===== src/shared/tsup_pkg.sv =====
// Constants and types for the 16-bit counter, watchdog and low-voltage-reset supervisor.
// Assumes one core clock and a low-speed RC clock that arrives as an ordinary input.
package tsup_pkg;
   localparam int unsigned CNT_W      = 16;         // Counter width
   localparam int unsigned EDGE_BIT   = 8;          // Counter bit that raises the interrupt
   localparam logic [15:0] CNT_ZERO   = 16'h0000;   // Counter restart value
   localparam logic [15:0] CNT_ONE    = 16'h0001;   // Counter step
   localparam int unsigned FAST_WAKE  = 45;         // Fast wake-up, in RC periods
   localparam int unsigned WD_W       = 19;         // Watchdog counter width
   localparam logic [18:0] WD_P0      = 19'h02000;  // 8192 RC periods
   localparam logic [18:0] WD_P1      = 19'h04000;  // 16384 RC periods
   localparam logic [18:0] WD_P2      = 19'h10000;  // 65536 RC periods
   localparam logic [18:0] WD_P3      = 19'h40000;  // 262144 RC periods
   localparam logic [18:0] WD_ONE     = 19'h00001;  // Watchdog step
   localparam logic [18:0] WD_ZERO    = 19'h00000;  // Watchdog restart value
   localparam logic [1:0]  SEL_P0     = 2'h0;       // Period field codes
   localparam logic [1:0]  SEL_P1     = 2'h1;
   localparam logic [1:0]  SEL_P2     = 2'h2;
   localparam logic [5:0]  WAKE_ZERO  = 6'h00;      // Wake counter restart
   localparam logic [5:0]  WAKE_ONE   = 6'h01;      // Wake counter step
   localparam int unsigned LVR_LVL_W  = 3;          // Build-time threshold code width
   localparam logic [2:0]  LVR_LVL_DEF = 3'h7;      // Default code, 1.8 V
   typedef enum logic [1:0] {TSUP_RUN, TSUP_HALT, TSUP_WAKE} tsup_pwr_e;
endpackage : tsup_pkg


===== src/shared/tsup_rc_if.sv =====
// Carries the synchronised low-speed RC tick between the top and its synchroniser.
// Assumes a single core clock drives both ends.
`timescale 1ns/1ps
interface tsup_rc_if;
   logic tick;    // One-cycle pulse on each rising RC edge
   logic level;   // Synchronised RC level
   modport src (output tick, output level);
   modport dst (input tick, input level);
endinterface : tsup_rc_if


===== src/logic/tsup_rc_sync.sv =====
// Two-flop synchroniser and rising-edge detector for the low-speed RC clock.
// Assumes the RC clock is far slower than core_clk.
`timescale 1ns/1ps
module tsup_rc_sync (
   input  wire logic core_clk,   // Core clock
   input  wire logic srst,       // Synchronous reset
   input  wire logic rc_pin,     // Raw RC clock
   tsup_rc_if.src    rc          // Synchronised tick out
);
   logic meta;    // First stage, read only by the second
   logic sync;    // Second stage
   logic prev;    // Delayed copy for edge detection

   // Edge detection looks only at the second and third stages
   always_ff @(posedge core_clk) begin
      if (srst) begin
         meta <= 1'b0;
         sync <= 1'b0;
         prev <= 1'b0;
      end else begin
         meta <= rc_pin;
         sync <= meta;
         prev <= sync;
      end
   end

   assign rc.tick  = sync & ~prev;   // Rising RC edge
   assign rc.level = sync;
endmodule : tsup_rc_sync


===== src/logic/tsup_top.sv =====
// Supervisor: 16-bit counter with bit-8 edge interrupt, watchdog, fast wake-up, LOW_VOLTAGE_RESET gate.
// Assumes pins and the RC clock are asynchronous; control bits come from core_clk logic.
//
// Contract
// - Rising edge: interrupt on bit 8 rising
// - Rising-edge interrupts spaced 512 counts apart
// - Restart: next interrupt at next bit-8 rise
// - Falling edge: interrupt on bit 8 falling
// - Threshold fixed at build time, 1.8-4.0 V
// - Threshold applies only after power-on completes
// - Disable bit stops low-voltage reset
// - Detection inactive in either halt state
// - Fast wake-up resumes after 45 RC periods
// - Watchdog period chosen by 2-bit field
// - Watchdog frozen while RC oscillator off
`timescale 1ns/1ps
module tsup_top #(
   parameter logic [2:0] LVR_LEVEL = tsup_pkg::LVR_LVL_DEF   // Build-time threshold code
) (
   input  wire logic        core_clk,          // 125 MHz core clock
   input  wire logic        srst,              // Synchronous reset, active high
   input  wire logic        low_speed_rc_clock,// Raw RC clock pin
   input  wire logic        count_run,         // Counter runs when high
   input  wire logic        count_restart,     // Pulse: counter back to zero
   input  wire logic        interrupt_edge_select, // 0 rising, 1 falling
   input  wire logic        irq_enable,        // Interrupt enable
   input  wire logic        irq_clear,         // Pulse: clear request flag
   input  wire logic        wdt_enable,        // Watchdog enable
   input  wire logic        wdt_clear,         // Pulse: restart watchdog
   input  wire logic [1:0]  wdt_period,        // Watchdog period field
   input  wire logic        rc_enable,         // RC oscillator enabled
   input  wire logic        por_done,          // Power-on sequence complete
   input  wire logic        lvr_disable,       // Aux control bit 2
   input  wire logic        halt_exe,          // Execution halt entered
   input  wire logic        halt_sys,          // System halt entered
   input  wire logic        wake_event,        // Async wake-up pin
   input  wire logic        fast_wake,         // Fast wake-up selected
   input  wire logic        vdd_low_pin,       // Async comparator: below threshold
   output logic [15:0]      count,             // Counter value
   output logic             irq_flag,          // Sticky request flag
   output logic             irq,               // Flag gated by enable
   output logic             resume,            // Pulse: leave halt
   output logic [2:0]       lvr_level,         // Threshold code to comparator
   output logic             lvr_armed,         // Detector active
   output logic             chip_reset         // Full chip reset request
);
   tsup_rc_if rc ();                           // Synchronised RC tick

   tsup_rc_sync u_sync (
      .core_clk (core_clk),
      .srst     (srst),
      .rc_pin   (low_speed_rc_clock),
      .rc       (rc.src)
   );

   // Pin synchronisers; first stage read only by second
   logic wake_m, wake_s;        // Wake pin stages
   logic vlow_m, vlow_s;        // Low-voltage pin stages
   always_ff @(posedge core_clk) begin
      if (srst) begin
         wake_m <= 1'b0;
         wake_s <= 1'b0;
         vlow_m <= 1'b0;
         vlow_s <= 1'b0;
      end else begin
         wake_m <= wake_event;
         wake_s <= wake_m;
         vlow_m <= vdd_low_pin;
         vlow_s <= vlow_m;
      end
   end

   // ---- 16-bit counter and bit-8 edge ----
   logic [15:0] next_count;     // Counter next value
   logic        bit_now;        // Selected bit of next value
   logic        bit_old;        // Selected bit of current value
   logic        rise, fall;     // Edge detections
   logic        edge_hit;       // Selected edge seen

   // Restart loads zero; the edge test compares old and new bit, so a restart
   // drops bit 8 to 0 and the next rise comes only when counting reaches it again
   assign next_count = count_restart ? tsup_pkg::CNT_ZERO :
                       count_run     ? count + tsup_pkg::CNT_ONE : count;
   assign bit_now  = next_count[tsup_pkg::EDGE_BIT];
   assign bit_old  = count[tsup_pkg::EDGE_BIT];
   assign rise     = ~bit_old & bit_now;
   assign fall     = bit_old & ~bit_now & ~count_restart;
   assign edge_hit = interrupt_edge_select ? fall : rise;

   // Counter register
   always_ff @(posedge core_clk) begin
      if (srst) count <= tsup_pkg::CNT_ZERO;
      else count <= next_count;
   end

   // Sticky flag; a set in the clear cycle wins
   always_ff @(posedge core_clk) begin
      if (srst) irq_flag <= 1'b0;
      else if (edge_hit) irq_flag <= 1'b1;
      else if (irq_clear) irq_flag <= 1'b0;
   end

   assign irq = irq_flag & irq_enable;

   // ---- Power state and fast wake-up ----
   tsup_pkg::tsup_pwr_e pwr, next_pwr;   // Power state
   logic [5:0] wake_cnt;                 // RC periods since wake event
   logic [5:0] next_wake_cnt;
   logic       wake_done;                // 45 RC periods counted
   logic       halted;                   // Either halt requested

   logic       in_halt;                  // Halt requested or not yet resumed

   // The halt inputs may be short requests, so the detector gate also looks at
   // the power state: halt lasts from the request until the cycle of resume
   assign halted    = halt_exe | halt_sys;
   assign in_halt   = halted | (pwr != tsup_pkg::TSUP_RUN);
   assign wake_done = (wake_cnt == 6'(tsup_pkg::FAST_WAKE - 1)) & rc.tick;

   // State sequencing; slow wake is treated as immediate here
   always_comb begin
      next_pwr      = pwr;
      next_wake_cnt = wake_cnt;
      case (pwr)
         tsup_pkg::TSUP_RUN: begin
            if (halted) next_pwr = tsup_pkg::TSUP_HALT;
         end
         tsup_pkg::TSUP_HALT: begin
            next_wake_cnt = tsup_pkg::WAKE_ZERO;
            if (wake_s) next_pwr = fast_wake ? tsup_pkg::TSUP_WAKE : tsup_pkg::TSUP_RUN;
         end
         tsup_pkg::TSUP_WAKE: begin
            if (wake_done) next_pwr = tsup_pkg::TSUP_RUN;
            else if (rc.tick) next_wake_cnt = wake_cnt + tsup_pkg::WAKE_ONE;
         end
         default: next_pwr = tsup_pkg::TSUP_RUN;
      endcase
   end

   // Power state registers
   always_ff @(posedge core_clk) begin
      if (srst) begin
         pwr      <= tsup_pkg::TSUP_RUN;
         wake_cnt <= tsup_pkg::WAKE_ZERO;
      end else begin
         pwr      <= next_pwr;
         wake_cnt <= next_wake_cnt;
      end
   end

   assign resume = (pwr != tsup_pkg::TSUP_RUN) & (next_pwr == tsup_pkg::TSUP_RUN);

   // ---- Watchdog ----
   // The watchdog counts synchronised RC ticks, not core cycles, so its period
   // does not depend on the core clock. The full count is wide enough for the
   // longest period; shorter periods compare against a smaller limit.
   // Limitation: a period change in mid-count takes effect at once, so a count
   // already past the new limit runs on until it wraps.
   logic [18:0] wd_cnt;          // RC periods since last clear
   logic [18:0] next_wd_cnt;
   logic [18:0] wd_limit;        // Selected period
   logic        wd_expire;       // Reached period

   assign wd_limit = (wdt_period == tsup_pkg::SEL_P0) ? tsup_pkg::WD_P0 :
                     (wdt_period == tsup_pkg::SEL_P1) ? tsup_pkg::WD_P1 :
                     (wdt_period == tsup_pkg::SEL_P2) ? tsup_pkg::WD_P2 :
                                                        tsup_pkg::WD_P3;
   // Counting needs a live oscillator; with it off no tick ever advances the count
   assign wd_expire   = wdt_enable & rc_enable & rc.tick
                        & (wd_cnt == wd_limit - tsup_pkg::WD_ONE);
   assign next_wd_cnt = (wdt_clear | ~wdt_enable | wd_expire) ? tsup_pkg::WD_ZERO :
                        (rc_enable & rc.tick) ? wd_cnt + tsup_pkg::WD_ONE : wd_cnt;

   // Watchdog register and reset request
   always_ff @(posedge core_clk) begin
      if (srst) begin
         wd_cnt     <= tsup_pkg::WD_ZERO;
         chip_reset <= 1'b0;
      end else begin
         wd_cnt     <= next_wd_cnt;
         chip_reset <= wd_expire | (lvr_armed & vlow_s);
      end
   end

   // ---- Low-voltage reset gating ----
   // The comparator pin is only trusted once power-on has finished; before that
   // the supply ramp would look like a low-voltage event and reset the chip
   // again. The gate is registered so that a short glitch on the control bits
   // cannot arm the detector for part of a cycle.
   // Threshold is a parameter only; no port can change it
   assign lvr_level = LVR_LEVEL;
   logic lvr_on;                // Detector enable, registered
   always_ff @(posedge core_clk) begin
      if (srst) lvr_on <= 1'b0;
      else lvr_on <= por_done & ~lvr_disable & ~in_halt;
   end
   assign lvr_armed = lvr_on & ~in_halt;

   // ---- Checks ----
   // Each check watches outputs or internal state of this block; inputs appear
   // as the cause side of an implication, except por_done and lvr_disable,
   // which a_lvr_after_por and a_lvr_disable_bit sample with $past after it.
   a_rise_sets_flag: assert property (@(posedge core_clk) disable iff (srst)
      (!interrupt_edge_select && !count[8] && count_run && !count_restart
       && count[7:0] == 8'hff) |=> irq_flag)
      else $error("Flag not set on bit 8 rise");
   a_fall_sets_flag: assert property (@(posedge core_clk) disable iff (srst)
      (interrupt_edge_select && count[8] && count_run && !count_restart
       && count[7:0] == 8'hff) |=> irq_flag)
      else $error("Flag not set on bit 8 fall");
   a_set_wins_clear: assert property (@(posedge core_clk) disable iff (srst)
      (edge_hit && irq_clear) |=> irq_flag)
      else $error("Set lost to clear");
   a_flag_sticky: assert property (@(posedge core_clk) disable iff (srst)
      (irq_flag && !irq_clear) |=> irq_flag)
      else $error("Flag dropped without clear");
   a_restart_edge: assert property (@(posedge core_clk) disable iff (srst)
      count_restart |=> (count == 16'h0000))
      else $error("Restart did not zero counter");
   a_lvr_gate: assert property (@(posedge core_clk) disable iff (srst)
      (!por_done || lvr_disable) |=> !lvr_armed)
      else $error("Detector armed while disabled");
   a_halt_quiet: assert property (@(posedge core_clk) disable iff (srst)
      (halt_exe || halt_sys) |-> !lvr_armed)
      else $error("Detector armed in halt");
   a_wd_frozen: assert property (@(posedge core_clk) disable iff (srst)
      (!rc_enable && !wdt_clear && wdt_enable) |=> $stable(wd_cnt))
      else $error("Watchdog moved with RC off");
   a_wd_reset: assert property (@(posedge core_clk) disable iff (srst)
      wd_expire |=> chip_reset)
      else $error("No reset on expiry");
   a_wake_count: assert property (@(posedge core_clk) disable iff (srst)
      (pwr == tsup_pkg::TSUP_WAKE && !wake_done) |-> !resume)
      else $error("Resumed before 45 RC periods");

   // Fast wake leaves only on the last counted RC period
   a_wake_last: assert property (@(posedge core_clk) disable iff (srst)
      (pwr == tsup_pkg::TSUP_WAKE && resume) |-> (wake_cnt == 6'h2c))
      else $error("Fast wake ended at wrong count");
   // Slow wake resumes in the cycle the wake pin is seen
   a_slow_wake: assert property (@(posedge core_clk) disable iff (srst)
      (pwr == tsup_pkg::TSUP_HALT && wake_s && !fast_wake) |-> resume)
      else $error("Slow wake did not resume");
   // Interrupt output never without the sticky flag
   a_irq_gate: assert property (@(posedge core_clk) disable iff (srst)
      irq |-> irq_flag)
      else $error("Interrupt without flag");
   // A restart never raises the flag on its own
   a_restart_quiet: assert property (@(posedge core_clk) disable iff (srst)
      (count_restart && !irq_flag) |=> !irq_flag)
      else $error("Restart raised the flag");
   // No rising interrupt away from the bit 8 carry
   a_no_early_rise: assert property (@(posedge core_clk) disable iff (srst)
      (!interrupt_edge_select && count_run && !count_restart && !irq_flag
       && count[7:0] != 8'hff) |=> !irq_flag)
      else $error("Flag set between bit 8 rises");
   // A disabled watchdog holds its count at zero
   a_wd_disabled: assert property (@(posedge core_clk) disable iff (srst)
      !wdt_enable |=> (wd_cnt == tsup_pkg::WD_ZERO))
      else $error("Disabled watchdog counted");
   // A clear restarts the count
   a_wd_clear: assert property (@(posedge core_clk) disable iff (srst)
      wdt_clear |=> (wd_cnt == tsup_pkg::WD_ZERO))
      else $error("Watchdog clear ignored");
   // Period field code 3 to longest limit mapping
   a_wd_limit: assert property (@(posedge core_clk) disable iff (srst)
      (wdt_period == 2'h3) |-> (wd_limit == 19'h40000))
      else $error("Longest period wrong");
   // Threshold code is the build-time value
   a_lvr_level: assert property (@(posedge core_clk) disable iff (srst)
      lvr_level == LVR_LEVEL)
      else $error("Threshold code changed");
   // Detector armed only after power-on completed
   a_lvr_after_por: assert property (@(posedge core_clk) disable iff (srst)
      lvr_armed |-> $past(por_done))
      else $error("Detector armed before power-on");
   // Detector armed only when the disable bit was low
   a_lvr_disable_bit: assert property (@(posedge core_clk) disable iff (srst)
      lvr_armed |-> !$past(lvr_disable))
      else $error("Detector armed while disable bit set");
   // Detector quiet for the whole halt state
   a_halt_state_quiet: assert property (@(posedge core_clk) disable iff (srst)
      (pwr != tsup_pkg::TSUP_RUN) |-> !lvr_armed)
      else $error("Detector armed in halt state");
   // Chip reset only from expiry or an armed low-voltage event
   a_reset_source: assert property (@(posedge core_clk) disable iff (srst)
      chip_reset |-> ($past(wd_expire) || ($past(lvr_armed) && $past(vlow_s))))
      else $error("Chip reset without cause");
endmodule : tsup_top


===== config.mk =====
export PLATFORM = sky130hd
export DESIGN_NAME = tsup_top
export DESIGN_NICKNAME = d
export VERILOG_FILES = /design/src/shared/tsup_pkg.sv /design/src/shared/tsup_rc_if.sv /design/src/logic/tsup_rc_sync.sv /design/src/logic/tsup_top.sv
export SDC_FILE = /design/constraint.sdc
export NUM_CORES = 1
export LEC_CHECK = 0
export ABC_CLOCK_PERIOD_IN_PS = 2600
export BUFFER_PORTS_ARGS = -buffer_cell sky130_fd_sc_hd__buf_2
export CAP_MARGIN = 40
export CORE_ASPECT_RATIO = 1.1
export CORE_UTILIZATION = 30
export DETAILED_ROUTE_END_ITERATION = 12
export PLACE_DENSITY = 0.44
export SLEW_MARGIN = 30
export SYNTH_ARGS = -nofsm -noshare
export SYNTH_HDL_FRONTEND = slang
export SYNTH_SLANG_ARGS = --single-unit

===== constraint.sdc =====
create_clock -name core_clk -period 2.6 [get_ports core_clk]
set_input_delay 0 -clock core_clk [delete_from_list [all_inputs] [get_ports core_clk]]
set_output_delay 0 -clock core_clk [all_outputs]
set_load 0.005 [all_outputs]

==> results.toml <==
[worst_setup_path]
critical_path_required_ps = 2600
critical_path_endpoint_category = "output port"
worst-endpoint-arrival_ps = 2100
crit_path_start_kind = "flop"
critPathSlowestCell = "or4b_2"
cpPeakStageDelay_ps = 680
crit_path_kind = "reg2out"
crit_fanout = 6
crit_path_cell_trace = "inv_1 -> ha_1 -> nand4_1 -> or4b_2 -> nand3b_1 -> o21a_1 -> buf_2"

[place]
place_congestion = 0.766
io_buffer_count = 40
place.detailed.hpwl_um = 3880
place.detailed.instances = 421

[global_route]
largest_net_degree_at_the_start_of_global_routing = 20
first_global_vias = 1973
global_route.usage.total_pct = 13.3
overflow = 0
antenna_violations_before_repair = 0
grt_first_pass_wirelength_um = 9230

[floorplanning]
placeable_core_region_sq_um = 8040
die_area_sq_um = 8800
boundary_pin_count = 44
chipHeight_um = 98.3
site_row_count = 34
floorplan.initialDensity_pct = 31.5
die_x_um = 89.5

[clocking]
cts_htree_levels = 2
longest_clk_path_bufs = 2
cts_inserted_buffers = 5
cts_tree = "built"
cts_hold_buffers = 9
clk_pin_slew_worst_paths_ps = 90
cts_post_setup_buffers_inserted = 0
cts_root_buf = "clkbuf_8"
post_cts_resized = 0
clock_sinks = 53
clock_latency_ps = 300

[timing]
tightest_slew_ps = 708
max-slew-margin-rel_pct = 52.7
setup_repair_after_global_routing_missed_its_margin = "false"
final.period_utilization_pct = 80.7
post_route_setup_tns_ps = 0
finalClockSkew_ps = 3.18
hold_violation_count_in_the_final_report = 0
finalSetupViolCount = 0
finalWorstPathRequiredPeriod_ps = 2100
achievable-frequency_mhz = 477
max_slew_violation_count = 0

[route]
drt-pass1-iter-count = 4
iteration_0_drc_count_of_the_detailed_router = 81
detail_route.wl_per_cell_um = 12.5
drt_wl_total_um = 5490
via_count = 2118
detail_route.vias_per_cell = 4.84
route.antenna.remaining_nets = 0
detail_route.drc_violations = 0

[synth]
async_set_or_reset_flop_fraction_in_the_synthesized_netlist_pct = 0
postSynth.topFlopCell = "dfxtp_1"
synth_warnings = 0
edff_count_synth = 0
synth.avg_cell_area_sq_um = 9.06
ys_types = 47
syn_inst = 279
yosysSeqAreaShare_pct = 42.0
netlist_area_sq_um = 2530
synth.ff_latch_count = 53

[final_layout]
syn_to_final_growth_pct = 19.7
final_antenna_diode_count = 0
layout_commonest_cell = "dfxtp_1"
final_layout_size_suffix_gt1_share_pct = 18.2
finalNetCount = 355
final_util_pct = 37.7
final_cells = 438
final_cell_mix = "53 x dfxtp_1, 40 x buf_2, 24 x nor2_1"

[run_status]
result_of_the_run = "completed"

[pwr]
power_density_cells_nw_per_um2 = 477
vdd_ir_drop_max_mv = 0.218
power_leakage_nw = 1.08

[min_path]
hp-class = "in2reg"

[flow_run]
maxCapViolCount = 0
==> Yosys cell counts, types with 2 or more instances <==
cell | n | area (sq um)
a211oi_1 | 6 | 45.0
a21oi_1 | 7 | 35.0
and2_1 | 4 | 25.0
and3_1 | 5 | 31.3
and4_1 | 3 | 26.3
and4b_1 | 2 | 20.0
buf_4 | 3 | 22.5
clkbuf_1 | 5 | 18.8
dfxtp_1 | 53 | 1060
ha_1 | 5 | 62.6
inv_1 | 9 | 33.8
mux2i_1 | 2 | 20.0
nand2_1 | 15 | 56.3
nand2b_1 | 3 | 18.8
nand3_1 | 9 | 45.0
nand3b_1 | 2 | 15.0
nand4_1 | 14 | 87.6
nand4b_1 | 4 | 35.0
nor2_1 | 24 | 90.1
nor2b_1 | 7 | 43.8
nor3_1 | 16 | 80.1
nor4_1 | 8 | 50.1
o2111ai_1 | 2 | 17.5
o211ai_1 | 2 | 15.0
o21ai_0 | 7 | 35.0
o31ai_1 | 3 | 22.5
or2_2 | 2 | 12.5
or3_1 | 5 | 31.3
or4_1 | 4 | 30.0
or4b_2 | 2 | 20.0
xnor2_1 | 14 | 123
xor2_1 | 17 | 149
==> final timing paths <==
path / from / slack [ps] / depth (start not counted) / end
max: wake_cnt[0] / 500 / 7 / resume
min: count_restart / 20 / 4 / irq_flag
max reg2reg: u_sync.rc.level / 690 / 4 / wd_cnt[16]
min reg2reg: vlow_m / 440 / 1 / vlow_s
==> power by group <==
group	total, mW	switching, mW	internal (mW)
clock	0.547	0.267	0.280
sequential	0.826	0.00738	0.819
combinational	0.0704	0.0348	0.0356
total	1.44	0.309	1.13
==> through the flow <==
step | worst slack, ps | hold slack [ps] | area (sq um) | total power, mW
after detailed placement | 537 | 212 | 2830 | 0.907
after CTS | 465 | 7.52 | 3020 | 1.47
after floorplan | 775 | 71.6 | 2540 | 0.882
final | 501 | 21.7 | 3030 | 1.44
after global placement | 598 | 208 | 2830 | 0.907
after global routing | 336 | 34.6 | 3030 | 1.52
==> critical path: cells and delay by family, from the launching register on <==
family / cells / cell delay (ps)
simple gates: 3 / 1010
buf+inv: 2 / 170
flops: 1 / 350
fa+ha+maj: 1 / 140
compound gates: 1 / 130
==> layer usage <==
layer | GRT usage, % | up-vias | wire (um)
met5 | 0 | - | 0
met4 | 4.40 | 0 | 69
met3 | 3.63 | 7 | 234
met2 | 20.4 | 41 | 2450
met1 | 17.8 | 965 | 2740
li1 | - | 1105 | -
==> state kept, by name, indices dropped and copies added (netlist names) <==
| signal | count |
|---|---|
| wd_cnt | 19 |
| irq_flag | 1 |
| count | 16 |
| vlow_m | 1 |
| wake_m | 1 |
| chip_reset | 1 |
| u_sync.prev | 1 |
| wake_s | 1 |
| u_sync.meta | 1 |
| u_sync.rc.level | 1 |
| lvr_on | 1 |
| vlow_s | 1 |
| wake_cnt | 6 |
| pwr | 2 |
==> final cells by class <==
type                            count  area (sq um)
Timing Repair Buffer               52           310
Tap cell                          108           135
Inverter                            9          33.8
Sequential cell                    53          1060
Fill cell                         833          5010
Multi-Input combinational cell    209          1380
Clock buffer                        5          68.8
Clock inverter                      2          35.0
==> kinds of logic (layout without fill, tap and decap cells) <==
family	after synthesis	count (layout)	share of synthesized area, %
xor gates and xnor gates	31	31	10.7
muxes	2	2	0.792
and+or+nand+nor	135	135	30.7
AOI/OAI and AO/OA	33	33	9.55
other	1	3	0.148
DFF	53	53	42.0
adders and majority gates	5	5	2.47
buffers and inverters	19	68	3.61
Power figures use the tool's default switching activity.
